`config.mk`:
```
export PLATFORM = sky130hd
export DESIGN_NAME = usbps_status_control
export DESIGN_NICKNAME = d
export VERILOG_FILES = /design/src/usbps_pin_sync.v /design/src/usbps_hold_timer.v /design/src/usbps_status_control.v
export VERILOG_INCLUDE_DIRS = /design/src /design/src/shared
export SDC_FILE = /design/constraint.sdc
export NUM_CORES = 1
export LEC_CHECK = 0
export BUFFER_PORTS_ARGS = -buffer_cell sky130_fd_sc_hd__buf_2
export CORE_MARGIN = 2
export CORE_UTILIZATION = 32
export CTS_BUF_LIST = sky130_fd_sc_hd__clkbuf_2 sky130_fd_sc_hd__clkbuf_4 sky130_fd_sc_hd__clkbuf_8
export CTS_CLUSTER_DIAMETER = 50
export DETAILED_ROUTE_END_ITERATION = 7
export HOLD_SLACK_MARGIN = 0.1
export PLACE_DENSITY_LB_ADDON = 0.05
export SLEW_MARGIN = 20
export SYNTH_ARGS = -nofsm -noshare
export SYNTH_HDL_FRONTEND = slang
export SYNTH_SLANG_ARGS = --single-unit
```
`constraint.sdc`:
```
create_clock -name i_clock -period 6.2 [get_ports i_clock]
set_clock_uncertainty 0.15 [all_clocks]
set_input_delay 1.24 -clock i_clock [delete_from_list [all_inputs] [get_ports i_clock]]
set_output_delay 1.24 -clock i_clock [all_outputs]
set_load 0.05 [all_outputs]
```
`src/shared/usbps_defs.vh`:
```
// Constants for the USB/PS2 status and control block.
// Included by the status and control module only; holds definitions only.
`ifndef USBPS_DEFS_VH
`define USBPS_DEFS_VH

// Register indices; byte address is four times the index
`define USBPS_IDX_STATUS_CONTROL 8'h1A
`define USBPS_IDX_ENDPOINT_EVENT 8'h1B
`define USBPS_IDX_CLOCK_CONTROL  8'h1C

// Status and control register fields
`define USBPS_SC_SUSPEND     0
`define USBPS_SC_REMOTE_WAKE 1
`define USBPS_SC_BUS_RESET   2
`define USBPS_SC_RESUME      3
`define USBPS_SC_DATA_IN     4
`define USBPS_SC_CLOCK_IN    5
`define USBPS_SC_DATA_OUT    6
`define USBPS_SC_CLOCK_OUT   7

// Endpoint event and select register fields
`define USBPS_EP_FLAG_LSB    0
`define USBPS_EP_COUNT       4
`define USBPS_EP_PS2_SEL     4
`define USBPS_EP_USB_SEL     5
`define USBPS_EP_ADC_REF     6
`define USBPS_EP_FIFO_DIR    7

// Clock control register fields
`define USBPS_CC_USB_CLK_EN  3
`define USBPS_CC_DEEP_BUS_SUSPEND_FLAG   4

// Reset values
`define USBPS_RST_DRIVE      1'b1
`define USBPS_RST_PS2_SEL    1'b0
`define USBPS_RST_USB_SEL    1'b0
`define USBPS_RST_ADC_REF    1'b1
`define USBPS_RST_FIFO_DIR   1'b0
`define USBPS_RST_CLOCK_CTRL 8'h00

// Timing
`define USBPS_CLOCK_PERIOD_NS 40
`define USBPS_WAKE_HOLD_NS    2000
`define USBPS_RESUME_HOLD_MS  20
`define USBPS_WAKE_HOLD_CYCLES \
  ((`USBPS_WAKE_HOLD_NS + `USBPS_CLOCK_PERIOD_NS - 1) / `USBPS_CLOCK_PERIOD_NS)
`define USBPS_RESUME_HOLD_CYCLES \
  ((`USBPS_RESUME_HOLD_MS * 1000000) / `USBPS_CLOCK_PERIOD_NS)

`endif

```
`src/usbps_pin_sync.v`:
```
// Two-stage synchroniser for a group of pin levels.
// Assumes asynchronous inputs; only the second stage is read outside.
`timescale 1ns/1ps
`default_nettype none

module usbps_pin_sync #(
  parameter WIDTH = 2
) (
  input  wire             i_clock,
  input  wire             i_rst,
  input  wire [WIDTH-1:0] i_async,
  output wire [WIDTH-1:0] o_sync
);

  genvar gi;
  generate
    for (gi = 0; gi < WIDTH; gi = gi + 1) begin : g_bit
      reg meta_ff;
      reg sync_ff;
      always @(posedge i_clock) begin
        if (i_rst) begin
          meta_ff <= 1'b1;
          sync_ff <= 1'b1;
        end else begin
          meta_ff <= i_async[gi];
          sync_ff <= meta_ff;
        end
      end
      assign o_sync[gi] = sync_ff;
    end
  endgenerate

endmodule

`default_nettype wire

```
`src/usbps_hold_timer.v`:
```
// Hold timer: reports once its run input has been high for LIMIT cycles.
// Assumes a synchronous run level; dropping run restarts the count.
`timescale 1ns/1ps
`default_nettype none

module usbps_hold_timer #(
  parameter WIDTH = 20,
  parameter LIMIT = 50
) (
  input  wire i_clock,
  input  wire i_rst,
  input  wire i_run,
  output wire o_done
);

  localparam integer     LAST_INT = LIMIT - 1;
  localparam [WIDTH-1:0] LAST     = LAST_INT[WIDTH-1:0];

  reg [WIDTH-1:0] count_ff;
  reg             done_ff;

  always @(posedge i_clock) begin
    if (i_rst || !i_run) begin
      count_ff <= {WIDTH{1'b0}};
      done_ff  <= 1'b0;
    end else if (!done_ff) begin
      count_ff <= count_ff + 1'b1;
      done_ff  <= (count_ff == LAST);
    end
  end

  assign o_done = done_ff;

endmodule

`default_nettype wire

```
`src/usbps_status_control.v`:
```
// USB/PS2 status and control registers with an Avalon-MM slave port.
// Assumes serial engine strobes on i_clock; cable pins are asynchronous.
//
// Contract
// - Suspend flag mirrors bus suspend state
// - Suspend flag change raises USB interrupt
// - Remote wake bit commands host wakeup
// - Bus reset sets flag, interrupts, engine clears
// - Resume flag set, visible twenty milliseconds
// - Resume flag set wakes halted core
// - Resume clears when suspend flag falls, or at window end if it fell sooner; a fall in the set cycle is lost
// - Bits four, five read pin levels
// - Bits six, seven drive pins, reset one
// - Endpoint access sets flag, requests interrupt
// - Interrupt taken only enabled, stack free
// - Bit four selects PS2 function
// - Bit five selects USB function
// - Bit six selects internal A/D reference
// - Bit seven emulator FIFO direction, write-only
// - USB clock runs only when enabled
`timescale 1ns/1ps
`default_nettype none
`include "usbps_defs.vh"

module usbps_status_control #(
  parameter RESUME_CYCLES = `USBPS_RESUME_HOLD_CYCLES,
  parameter RESUME_WIDTH  = 20
) (
  input  wire        i_clock,
  input  wire        i_rst,
  // Avalon-MM slave, word addressed
  input  wire [7:0]  i_avs_address,
  input  wire        i_avs_read,
  input  wire        i_avs_write,
  input  wire [31:0] i_avs_writedata,
  input  wire [3:0]  i_avs_byteenable,
  output wire [31:0] o_avs_readdata,
  output wire        o_avs_waitrequest,
  // Serial interface engine
  input  wire        i_sie_suspend,
  input  wire        i_sie_bus_reset,
  input  wire        i_sie_bus_reset_clear,
  input  wire        i_sie_resume,
  input  wire [3:0]  i_sie_ep_access,
  output wire        o_sie_remote_wake,
  output wire        o_sie_clock_enable,
  output wire        o_sie_deep_suspend,
  // Processor core
  input  wire        i_usb_int_enable,
  input  wire        i_stack_full,
  output wire        o_usb_event,
  output wire        o_usb_int_take,
  output wire        o_core_wake,
  // Cable pins, D-/data and D+/clock
  input  wire        i_pin_data,
  input  wire        i_pin_clock,
  output wire        o_pin_data,
  output wire        o_pin_data_oe,
  output wire        o_pin_clock,
  output wire        o_pin_clock_oe,
  // Mode outputs
  output wire        o_ps2_function_select,
  output wire        o_usb_function_select,
  output wire        o_adc_internal_reference_select,
  output wire        o_fifo_write_direction
);

  localparam WAKE_CYCLES = `USBPS_WAKE_HOLD_CYCLES;

  // Bus access state
  reg         ack_ff;
  reg  [31:0] readdata_ff;
  reg  [31:0] nxt_readdata;

  // Status and control register
  reg         bus_suspend_flag_ff;
  reg         remote_wake_request_ff;
  reg         bus_reset_flag_ff;
  reg         resume_flag_ff;
  reg         ps2_data_out_drive_ff;
  reg         ps2_clock_out_drive_ff;
  reg         wake_sent_ff;
  reg         resume_pending_clear_ff;

  // Endpoint event and select register
  reg  [3:0]  endpoint_access_flag_ff;
  reg         ps2_function_select_ff;
  reg         usb_function_select_ff;
  reg         adc_internal_reference_select_ff;
  reg         fifo_direction_ff;

  // Clock control register
  reg  [7:0]  clock_control_ff;

  reg         usb_event_ff;
  reg         core_wake_ff;

  wire [1:0]  pin_level;
  wire        ps2_data_in_level;
  wire        ps2_clock_in_level;
  wire        wake_held;
  wire        resume_held;

  wire        bus_req;
  wire        wr_take;
  wire        wr_lane0;
  wire [7:0]  wdata;
  wire        wr_status;
  wire        wr_endpoint;
  wire        wr_clock;
  wire        suspend_fall;
  wire        suspend_change;
  wire        resume_set;
  wire [3:0]  ep_clear;

  // Pin levels pass two flip-flops before anything reads them
  usbps_pin_sync #(
    .WIDTH (2)
  ) u_pin_sync (
    .i_clock (i_clock),
    .i_rst   (i_rst),
    .i_async ({i_pin_clock, i_pin_data}),
    .o_sync  (pin_level)
  );

  assign ps2_data_in_level  = pin_level[0];
  assign ps2_clock_in_level = pin_level[1];

  // Wake command is passed on only after the bit has stood long enough
  usbps_hold_timer #(
    .WIDTH (8),
    .LIMIT (WAKE_CYCLES)
  ) u_wake_timer (
    .i_clock (i_clock),
    .i_rst   (i_rst),
    .i_run   (remote_wake_request_ff),
    .o_done  (wake_held)
  );

  usbps_hold_timer #(
    .WIDTH (RESUME_WIDTH),
    .LIMIT (RESUME_CYCLES)
  ) u_resume_timer (
    .i_clock (i_clock),
    .i_rst   (i_rst),
    .i_run   (resume_flag_ff),
    .o_done  (resume_held)
  );

  // Avalon slave: one wait cycle, then the access completes
  assign bus_req           = i_avs_read | i_avs_write;
  assign o_avs_waitrequest = bus_req & ~ack_ff;
  assign o_avs_readdata    = readdata_ff;

  always @(posedge i_clock) begin
    if (i_rst) begin
      ack_ff <= 1'b0;
    end else begin
      ack_ff <= bus_req & ~ack_ff;
    end
  end

  assign wr_take     = i_avs_write & ack_ff;
  assign wr_lane0    = wr_take & i_avs_byteenable[0];
  assign wdata       = i_avs_writedata[7:0];
  assign wr_status   = wr_lane0 && (i_avs_address == `USBPS_IDX_STATUS_CONTROL);
  assign wr_endpoint = wr_lane0 && (i_avs_address == `USBPS_IDX_ENDPOINT_EVENT);
  assign wr_clock    = wr_lane0 && (i_avs_address == `USBPS_IDX_CLOCK_CONTROL);

  // Read data; write-only bits and unmapped words read as zero
  always @* begin
    nxt_readdata = 32'h00000000;
    case (i_avs_address)
      `USBPS_IDX_STATUS_CONTROL: begin
        nxt_readdata[`USBPS_SC_SUSPEND]   = bus_suspend_flag_ff;
        nxt_readdata[`USBPS_SC_BUS_RESET] = bus_reset_flag_ff;
        nxt_readdata[`USBPS_SC_RESUME]    = resume_flag_ff;
        nxt_readdata[`USBPS_SC_DATA_IN]   = ps2_data_in_level;
        nxt_readdata[`USBPS_SC_CLOCK_IN]  = ps2_clock_in_level;
      end
      `USBPS_IDX_ENDPOINT_EVENT: begin
        nxt_readdata[3:0]                 = endpoint_access_flag_ff;
        nxt_readdata[`USBPS_EP_PS2_SEL]   = ps2_function_select_ff;
        nxt_readdata[`USBPS_EP_USB_SEL]   = usb_function_select_ff;
        nxt_readdata[`USBPS_EP_ADC_REF]   = adc_internal_reference_select_ff;
      end
      `USBPS_IDX_CLOCK_CONTROL: begin
        nxt_readdata[7:0]                 = clock_control_ff;
      end
      default: begin
        nxt_readdata = 32'h00000000;
      end
    endcase
  end

  always @(posedge i_clock) begin
    if (i_rst) begin
      readdata_ff <= 32'h00000000;
    end else if (i_avs_read && !ack_ff) begin
      readdata_ff <= nxt_readdata;
    end
  end

  // Suspend indication follows the engine; its level gates resume, its edges raise events
  always @(posedge i_clock) begin
    if (i_rst) begin
      bus_suspend_flag_ff <= 1'b0;
    end else begin
      bus_suspend_flag_ff <= i_sie_suspend;
    end
  end

  assign suspend_fall   = bus_suspend_flag_ff & ~i_sie_suspend;
  assign suspend_change = bus_suspend_flag_ff ^ i_sie_suspend;

  // Remote wake request; passed on only once firmware has held it long enough
  always @(posedge i_clock) begin
    if (i_rst) begin
      remote_wake_request_ff <= 1'b0;
      wake_sent_ff           <= 1'b0;
    end else begin
      if (wr_status) begin
        remote_wake_request_ff <= wdata[`USBPS_SC_REMOTE_WAKE];
      end
      if (!remote_wake_request_ff) begin
        wake_sent_ff <= 1'b0;
      end else if (wake_held) begin
        wake_sent_ff <= 1'b1;
      end
    end
  end

  // One pulse per accepted request, once it has stood the hold time
  assign o_sie_remote_wake = wake_held & ~wake_sent_ff;

  // Bus reset flag: engine sets, engine or a zero firmware write clears; a set beats any clear
  always @(posedge i_clock) begin
    if (i_rst) begin
      bus_reset_flag_ff <= 1'b0;
    end else if (i_sie_bus_reset) begin
      bus_reset_flag_ff <= 1'b1;
    end else if (i_sie_bus_reset_clear) begin
      bus_reset_flag_ff <= 1'b0;
    end else if (wr_status && !wdata[`USBPS_SC_BUS_RESET]) begin
      bus_reset_flag_ff <= 1'b0;
    end
  end

  // Resume indication. A suspend fall before the hold time has run
  // only arms the clear, so firmware always sees the full window.
  assign resume_set = i_sie_resume & bus_suspend_flag_ff;

  always @(posedge i_clock) begin
    if (i_rst) begin
      resume_flag_ff          <= 1'b0;
      resume_pending_clear_ff <= 1'b0;
    end else if (resume_set) begin
      resume_flag_ff          <= 1'b1;
      resume_pending_clear_ff <= 1'b0;
    end else if (resume_flag_ff) begin
      if (suspend_fall && resume_held) begin
        resume_flag_ff <= 1'b0;
      end else if (suspend_fall) begin
        resume_pending_clear_ff <= 1'b1;
      end else if (resume_pending_clear_ff && resume_held) begin
        resume_flag_ff          <= 1'b0;
        resume_pending_clear_ff <= 1'b0;
      end
    end
  end

  // Wake the halted core on the rise of the resume indication
  always @(posedge i_clock) begin
    if (i_rst) begin
      core_wake_ff <= 1'b0;
    end else begin
      core_wake_ff <= resume_set & ~resume_flag_ff;
    end
  end

  assign o_core_wake = core_wake_ff;

  // Bus event pulse: suspend edges and bus reset detection
  always @(posedge i_clock) begin
    if (i_rst) begin
      usb_event_ff <= 1'b0;
    end else begin
      usb_event_ff <= suspend_change | i_sie_bus_reset;
    end
  end

  assign o_usb_event = usb_event_ff;

  // PS2 drive bits; the pins are driven only in PS2 mode
  always @(posedge i_clock) begin
    if (i_rst) begin
      ps2_data_out_drive_ff  <= `USBPS_RST_DRIVE;
      ps2_clock_out_drive_ff <= `USBPS_RST_DRIVE;
    end else if (wr_status) begin
      ps2_data_out_drive_ff  <= wdata[`USBPS_SC_DATA_OUT];
      ps2_clock_out_drive_ff <= wdata[`USBPS_SC_CLOCK_OUT];
    end
  end

  assign o_pin_data     = ps2_data_out_drive_ff;
  assign o_pin_clock    = ps2_clock_out_drive_ff;
  assign o_pin_data_oe  = ps2_function_select_ff;
  assign o_pin_clock_oe = ps2_function_select_ff;

  // Endpoint access flags: engine sets, only firmware clears, set wins
  assign ep_clear = wr_endpoint ? ~wdata[3:0] : 4'h0;

  genvar gi;
  generate
    for (gi = 0; gi < `USBPS_EP_COUNT; gi = gi + 1) begin : g_ep
      always @(posedge i_clock) begin
        if (i_rst) begin
          endpoint_access_flag_ff[gi] <= 1'b0;
        end else if (i_sie_ep_access[gi]) begin
          endpoint_access_flag_ff[gi] <= 1'b1;
        end else if (ep_clear[gi]) begin
          endpoint_access_flag_ff[gi] <= 1'b0;
        end
      end
    end
  endgenerate

  // Interrupt take is a level while any flag stands, enabled and stack not full
  assign o_usb_int_take = (|endpoint_access_flag_ff) & i_usb_int_enable
                          & ~i_stack_full;

  // Mode selects
  always @(posedge i_clock) begin
    if (i_rst) begin
      ps2_function_select_ff           <= `USBPS_RST_PS2_SEL;
      usb_function_select_ff           <= `USBPS_RST_USB_SEL;
      adc_internal_reference_select_ff <= `USBPS_RST_ADC_REF;
      fifo_direction_ff                <= `USBPS_RST_FIFO_DIR;
    end else if (wr_endpoint) begin
      ps2_function_select_ff           <= wdata[`USBPS_EP_PS2_SEL];
      usb_function_select_ff           <= wdata[`USBPS_EP_USB_SEL];
      adc_internal_reference_select_ff <= wdata[`USBPS_EP_ADC_REF];
      fifo_direction_ff                <= wdata[`USBPS_EP_FIFO_DIR];
    end
  end

  assign o_ps2_function_select           = ps2_function_select_ff;
  assign o_usb_function_select           = usb_function_select_ff;
  assign o_adc_internal_reference_select = adc_internal_reference_select_ff;
  assign o_fifo_write_direction          = fifo_direction_ff;

  // Clock control; suspend detection needs the clock on and deep save off
  always @(posedge i_clock) begin
    if (i_rst) begin
      clock_control_ff <= `USBPS_RST_CLOCK_CTRL;
    end else if (wr_clock) begin
      clock_control_ff <= wdata;
    end
  end

  assign o_sie_clock_enable = clock_control_ff[`USBPS_CC_USB_CLK_EN];
  assign o_sie_deep_suspend = clock_control_ff[`USBPS_CC_DEEP_BUS_SUSPEND_FLAG];

endmodule

`default_nettype wire

```
[Word level (Yosys, flattened, before mapping)]
Index checks and enable logic that the tools add are counted.
Operators by class
  add/sub/neg operators: 2
  equality and inequality tests: 5
  multiplexer cells: 26
  bitwise operators: 20
  reductions and logical operators: 23
Operators by type and width (count)
  8-bit by 5-bit == test with 1-bit output (second input constant): 3
  1-bit 2-to-1 mux: 21
  20-bit by 1-bit adder with 20-bit output (second input constant): 1
  20-bit by 19-bit == test with 1-bit output (second input constant): 1
  4-bit one-hot mux with 3 select lines: 1
  2-bit nonzero test: 5
  1-bit AND: 9
  8-bit by 1-bit adder with 8-bit output (second input constant): 1
  8-bit by 6-bit == test with 1-bit output (second input constant): 1
  1-bit logical AND: 7
  1-bit NOT: 7
  1-bit logical NOT: 4
  4-bit 2-to-1 mux: 1
  4-bit NOT: 1
  1-bit one-hot mux with 2 select lines: 2
  2-bit OR reduction: 2
  4-bit OR reduction: 1
  1-bit one-hot mux with 3 select lines: 1
  3-bit AND reduction: 1
  3-bit nonzero test: 1
  1-bit logical OR: 2
  1-bit OR: 2
  1-bit bitwise XOR: 1
Storage, ports and cells
  bits in registers: 69
  input bits: 60
  logic and storage cells: 105

[Depth between registers and ports, before layout]
Gate-level depths: netlist of the first run.
  word-level depth: 7
  gate-level depth with buffers: 6
  mapped depth without buffers: 6

[By module]
Synthesis of the first run repeated with hierarchy kept, for this count alone.
Second synthesis, totals
  cell total of the unflattened synthesis: 374
  area total of the unflattened synthesis: 3460.8 µm²
Modules (own cells, without submodules)
  usbps_status_control: times used 1, cells an instance 204, area each 1918.1 µm²
  usbps_hold_timer at u_resume_timer: times used 1, cells an instance 114, area each 999.7 µm²
  usbps_hold_timer at u_wake_timer: times used 1, cells an instance 46, area each 422.9 µm²
  usbps_pin_sync: times used 1, cells an instance 10, area each 120.1 µm²

[Worst setup path after synthesis of the first run]
OpenSTA, ideal clock, no wires.
  kind: input-to-output
  start point: input port i_stack_full
  end point: output port o_usb_int_take
  data arrival time: 2.398 ns
  required time: 4.810 ns
  setup slack: 2.412 ns
  cell stages on the path: 1
  path through: nor3b_1
Between the ends
  longest elaborated chain between the ends: 2
Ends and longest elaborated chain
  start: declaration: line usbps_status_control.v:50  | input wire i_stack_full,
  1-bit NOT: line usbps_status_control.v:330  | & ~i_stack_full;
  1-bit AND: line usbps_status_control.v:330
  end: declaration: line usbps_status_control.v:52  | output wire o_usb_int_take,
Every way passes these cells.

[Worst setup path in the final report of the first run]
Same ends and word-level chain as after synthesis.

==> results.yml, run 1 <==
floorplanning:
  die_area_um2: 10720
  io_pins: 107
  core-area_um2: 9684
  fp.dieH_um: 103.5
  die_w_um: 103.5
  initial_core_util: 0.3274
  rows: 36
synthesis:
  ys_seq_area_frac: 0.4357
  synthDistinctLibCells: 50
  synthTopCellsByArea: "dfxtp_1, nor2_1, mux2i_1"
  synth_edf_count: 0
  postSynthAreaPerCell_um2: 9.059
  synth_common_cells: "dfxtp_1, nor2_1, buf_4"
  syn_area_um2: 3171
  synth_most_common_cell: "dfxtp_1"
  ys_ff_latch: 69
  synth_top_cell_area_share: 0.4357
  synth-async-reset-ratio: 0
  yosysTopAreaCell: "dfxtp_1"
  yosys_warnings: 0
  syn_inst: 350
  synth_flop_cell: "dfxtp_1"
routing:
  routedLengthMet1_mm: 3.780
  drt_first_iter_violations: 106
  drt_wl_total_mm: 7.290
  dr.max_layer_used: "met4"
  vias: 2509
  routed_via_density: 4.681
  wl_met3_um: 376
  first_pass_iters: 4
  ant_nets: 0
  drcViolationCount: 0
  wl_per_cell_um: 13.60
  met2_length_mm: 3.012
power:
  vdd_ir_drop_max_uv: 111.7
  switchingPower_uw: 244.9
  p_clk_frac: 0.445
  p_leak_nw: 1.420
  intPower_uw: 719.5
  power_density_nw_per_um2: 263.1
  switching_share: 0.2539
  power.share.combinational: 0.084
  seqPwrFrac: 0.470
worst_hold_path:
  worstHoldPathType: "flip-flop to flip-flop"
  hold_depth: 1
  min-delay-start: "u_pin_sync.g_bit[0].meta_ff"
  holdPathEnd: "u_pin_sync.g_bit[0].sync_ff"
critical_path:
  criticalPathCategory: "primary input to primary output"
  cp_data_required_time_ns: 4.81
  worstRegToRegCells: 4
  cp-end-kind: "primary output"
  crit_arrival_ns: 1.80
  r2r_slack_ns: 4.01
  timing.rr.end: "u_resume_timer.count_ff[17]"
  r2r-start: "u_resume_timer.o_done"
  critical_path.max_fanout: 1
  critPathLaunchType: "primary input"
run:
  maxCapViolations: 0
global_route:
  grt_use_total: 0.1421
  grt_pass1_wl_mm: 12.23
  overflow: 0
  grt_pass1_vias: 2327
  antenna_found_initial: 0
  grt_max_degree: 43
final_layout:
  layout.nets: 462
  layout-drive-gt1-share: 0.2159
  antennaDiodeCount: 0
  area_growth_pct: 15.63
  fillCellCount: 1040
sta:
  tightestPinTransition_ns: 0.8694
  hold_viol_final: 0
  slew_headroom: 0.4204
  min_period_ns: 3.186
  hold_slack_ns: 0.2649
  drv_slew: 0
  setup-tns-final_ns: 0
  timing.fmax_mhz: 313.9
  fin_crit_sh: 0.5138
  report.final.setup_viol: 0
  rsz0062_at_grt: "false"
  layout_setup_ws_ns: 3.014
clock_network:
  cts_resized: 0
  cts-root-buf: "clkbuf_8"
  clock_latency_ns: 0.35
  cts_buffers: 9
  clkTransAtPathRegs_ns: 0.08
  cts.path.max_buffers: 2
  cts.sinks: 69
  cts_max_level: 3
  cts_hold_buf: 0
  cts_tree: "built"
  cts_setup_buffers: 0
placement:
  io_buffer_count: 55
  dp_hpwl_mm: 5.129
  place_ws_ns: 2.889
  gp_congestion: 0.7435
status:
  status: "finished clean"
==> metrics by stage <==
| step | instances | util | power, mW | instance area [um2] |
|---|---|---|---|---|
| floorplan | 373 | - | 0.5351 | 3257 |
| global placement | 520 | 0.3549 | 0.5450 | 3437 |
| detailed placement | 520 | 0.3549 | 0.5453 | 3437 |
| CTS | 536 | 0.3786 | 0.9768 | 3666 |
| global route | 536 | 0.3786 | 1.005 | 3666 |
| finish | 536 | 0.3786 | 0.9644 | 3666 |
==> power groups by stage <==
stage | clock network (mW) | registers (mW) | logic [mW]
after global placement | 0 | 0.464 | 0.0810
after global routing | 0.463 | 0.454 | 0.0873
final | 0.430 | 0.454 | 0.0813
after detailed placement | 0 | 0.464 | 0.0813
after CTS | 0.442 | 0.454 | 0.0815
after floorplan | 0 | 0.465 | 0.0702
==> worst max-delay path, cell delays in order <==
cell and delay, ns:
buf_2 0.09, nor3b_1 0.17, buf_2 0.29
==> state kept, by name, indices dropped and copies added (netlist names), 2 cells and up <==
name,flops
u_resume_timer.count_ff,20
u_pin_sync.g_bit.sync_ff,2
clock_control_ff,8
u_wake_timer.count_ff,8
endpoint_access_flag_ff,4
u_pin_sync.g_bit.meta_ff,2
o_avs_readdata,8
==> logic make-up (layout without fill, tap and decap cells) <==
| kind of cell | after synthesis | after routing | synth area share |
|---|---|---|---|
| DFF | 69 | 69 | 0.4357 |
| and+or+nand+nor | 145 | 145 | 0.2466 |
| other | 1 | 24 | 0.001183 |
| AOI/OAI and AO/OA | 48 | 48 | 0.1002 |
| adders and majority gates | 4 | 4 | 0.01579 |
| buffers and inverters | 45 | 75 | 0.08721 |
| muxes | 21 | 21 | 0.06630 |
| xor gates and xnor gates | 17 | 17 | 0.04696 |
==> placed cells by master, fill, tap and decap left out, drive strengths merged, types with 6 or more instances in the layout <==
cell type / count
dfxtp: 69
nor2: 60
buf: 55
conb: 24
mux2i: 21
a21oi: 17
clkbuf: 12
nand3: 11
nand2: 9
xor2: 9
xnor2: 8
nand2b: 7
nand4: 7
o21ai: 6
==> layout make-up <==
class                           instances  area (um2)  area share
Clock buffer                           12       158.9     0.04334
Multi-Input combinational cell        259        1599      0.4362
Tap cell                              133       166.4     0.04539
Timing Repair Buffer                   55       275.3     0.07509
Sequential cell                        69        1381      0.3768
Inverter                                4       15.01    0.004096
Clock inverter                          4       70.07     0.01911
==> per-layer routing <==
layer,track usage,vias up
li1,-,1280
met1,0.2020,1155
met2,0.2015,64
met3,0.03650,10
met4,0.06371,0
met5,0,-
==> worst max-delay path by stage <==
stage | from | end | slack [ns] | cells after the start
6_report | i_stack_full | o_usb_int_take | 3.01 | 3
4_1_cts | i_stack_full | o_usb_int_take | 3.01 | 3
5_1_grt | i_stack_full | o_usb_int_take | 2.90 | 3
3_5_place_dp | i_avs_address[0] | clock_control_ff[5] | 2.89 | 5
3_3_place_gp | i_avs_address[0] | clock_control_ff[0] | 2.90 | 5
2_1_floorplan | i_stack_full | o_usb_int_take | 2.41 | 1
Note: power is estimated with default switching activity, not from simulation.
==> run 2, diff against run 1 <==
--- a/config.mk
+++ b/config.mk
@@ -6,6 +6,7 @@
 export SDC_FILE = /design/constraint.sdc
 export NUM_CORES = 1
 export LEC_CHECK = 0
+export ABC_AREA = 1
 export BUFFER_PORTS_ARGS = -buffer_cell sky130_fd_sc_hd__buf_2
 export CORE_MARGIN = 2
 export CORE_UTILIZATION = 32
==> constraint.sdc (replaced) <==
create_clock -name i_clock -period 2.9 [get_ports i_clock]
set_clock_uncertainty 0.15 [all_clocks]
set_input_delay 0.58 -clock i_clock [delete_from_list [all_inputs] [get_ports i_clock]]
set_output_delay 0.58 -clock i_clock [all_outputs]
set_load 0.05 [all_outputs]
==> results.yml, run 2 <==
status:
  status: "finished clean"
clock_network:
  cts.path.max_buffers: 2
  clkTransAtPathRegs_ns: 0.07
  cts_resized: 0
  cts_setup_buffers: 0
  cts.sinks: 69
  cts_max_level: 3
  clock_latency_ns: 0.34
  cts_hold_buf: 0
  cts_buffers: 9
  cts-root-buf: "clkbuf_8"
  cts_tree: "built"
final_layout:
  layout-drive-gt1-share: 0.1882
  multi_input_area_um2: 1539
  area_growth_pct: 16.74
  largest_reg_flops: 20
  fillCellCount: 1051
  seq_area_um2: 1381
  antennaDiodeCount: 0
  layout_common_cells: "nand2_1, dfxtp_1, nor2_1"
  layout.nets: 585
  fin_cells: 659
  regMostFlops: "u_resume_timer.count_ff"
  layout_commonest_cell: "nand2_1"
sta:
  min_period_ns: 2.114
  hold_viol_final: 0
  timing.fmax_mhz: 473.0
  rsz0062_at_grt: "false"
  hold_slack_ns: 0.2604
  setup-tns-final_ns: 0
  report.final.setup_viol: 0
  fin_crit_sh: 0.7290
  drv_slew: 0
floorplanning:
  initial_core_util: 0.3318
  rows: 36
  core-area_um2: 9864
  io_pins: 107
  die_area_um2: 11050
  die_w_um: 105.1
  fp.dieH_um: 105.1
routing:
  first_pass_iters: 4
  drcViolationCount: 0
  vias: 2929
  routed_via_density: 4.445
  wl_per_cell_um: 11.47
  ant_nets: 0
  drt_first_iter_violations: 110
  drt_wl_total_mm: 7.557
synthesis:
  yosysTopAreaCell: "dfxtp_1"
  synthDistinctLibCells: 33
  synthTopCellsByArea: "dfxtp_1, nand2_1, nand3_1"
  synth_edf_count: 0
  syn_area_um2: 3273
  yosys_warnings: 0
  postSynthAreaPerCell_um2: 7.116
  ys_seq_area_frac: 0.4220
  syn_inst: 460
  synth_top_cell_area_share: 0.4220
  synth_flop_cell: "dfxtp_1"
  synth_common_cells: "nand2_1, dfxtp_1, nor2_1"
  synth-async-reset-ratio: 0
  synth_most_common_cell: "nand2_1"
  ys_ff_latch: 69
global_route:
  overflow: 0
  grt_use_total: 0.1430
  busiest_layer: "met2"
  gr-usage-met2: 0.2472
  grt_max_degree: 31
  grt_pass1_vias: 2719
  grt_pass1_wl_mm: 12.57
  use_met3: 0.04367
  antenna_found_initial: 0
  gr-usage-met1: 0.1672
critical_path:
  cp-end-kind: "primary output"
  max_stage_delay_ns: 0.40
  worst_path_max_delay_cell: "nor4_1"
  crit_arrival_ns: 1.38
  critical_path.max_fanout: 3
  worstRegToRegCells: 8
  cp_data_required_time_ns: 2.17
  path_cells: "nor4_1 -> nor3b_1 -> buf_2"
  criticalPathCategory: "flip-flop to primary output"
  crit_buf_inv: 1
  critPathLaunchType: "flip-flop"
  path_delay_family: "simple AND/OR/NAND/NOR gates"
  path_depth: 3
run:
  maxCapViolations: 0
worst_hold_path:
  hold_depth: 1
  worstHoldPathType: "flip-flop to flip-flop"
power:
  p_leak_nw: 1.609
  total_power_mw: 2.000
  power_density_nw_per_um2: 523.5
  vdd_ir_drop_max_uv: 219.7
placement:
  io_buffer_count: 55
  gp_congestion: 0.7912
  dp_hpwl_mm: 5.720
  dp.cells: 643
[run 2: changes by cell type after synthesis, moves of 13 or more]
cell | before | now
o21ai_0 | 6 | 19
mux2i_1 | 21 | 0
nand3_1 | 10 | 45
a21oi_1 | 17 | 38
inv_1 | 4 | 49
nand2_1 | 9 | 88
[run 2: cell families after synthesis]
| kind of cell | count (synthesis) | synth area share |
|---|---|---|
| xor+xnor | 1 | 0.002676 |
| buf+inv | 88 | 0.1342 |
| simple gates | 232 | 0.3215 |
| flops | 69 | 0.4220 |
| fa+ha+maj | 4 | 0.01529 |
| compound gates | 65 | 0.1032 |
| other cells | 1 | 0.001146 |
[run 2: per-stage QoR]
step           setup slack (ns)  utilization  area, um2
6_report                 0.7858       0.3874       3821
2_1_floorplan            0.4320            -       3359
4_1_cts                  0.7469       0.3874       3821
3_5_place_dp             0.8385       0.3656       3606
3_3_place_gp             0.8254       0.3656       3606
5_1_grt                  0.6897       0.3874       3821
[run 2: area by class of cell]
| type | instances | area share |
|---|---|---|
| multi-input combinational | 326 | 0.4028 |
| sequential | 69 | 0.3615 |
| timing repair buffer | 60 | 0.08186 |
| inverter | 55 | 0.05403 |
| clock buffer | 13 | 0.04519 |
| tap | 133 | 0.04355 |
| clock inverter | 3 | 0.01113 |
[run 2: path summary, 6_finish.rpt]
check                                   start                          end  slack (ns)
setup / recovery   endpoint_access_flag_ff[3]               o_usb_int_take        0.79
hold / removal    u_pin_sync.g_bit[0].meta_ff  u_pin_sync.g_bit[0].sync_ff        0.26
setup reg to reg   u_resume_timer.count_ff[0]  u_resume_timer.count_ff[16]        1.27
hold reg to reg   u_pin_sync.g_bit[0].meta_ff  u_pin_sync.g_bit[0].sync_ff        0.26
[run 2: power breakdown]
part,switching (mW),internal (mW),leakage [nW]
Sequential,0.0100,0.962,0.560
Combinational,0.145,0.0404,0.940
Clock,0.366,0.477,0.109
Total,0.521,1.48,1.61
[run 2: metal layers]
metal,part of all wire,up-vias
met2,0.48,47
met3,0.040,8
met1,0.46,1315
li1,-,1559
met5,0,-
met4,0.013,0
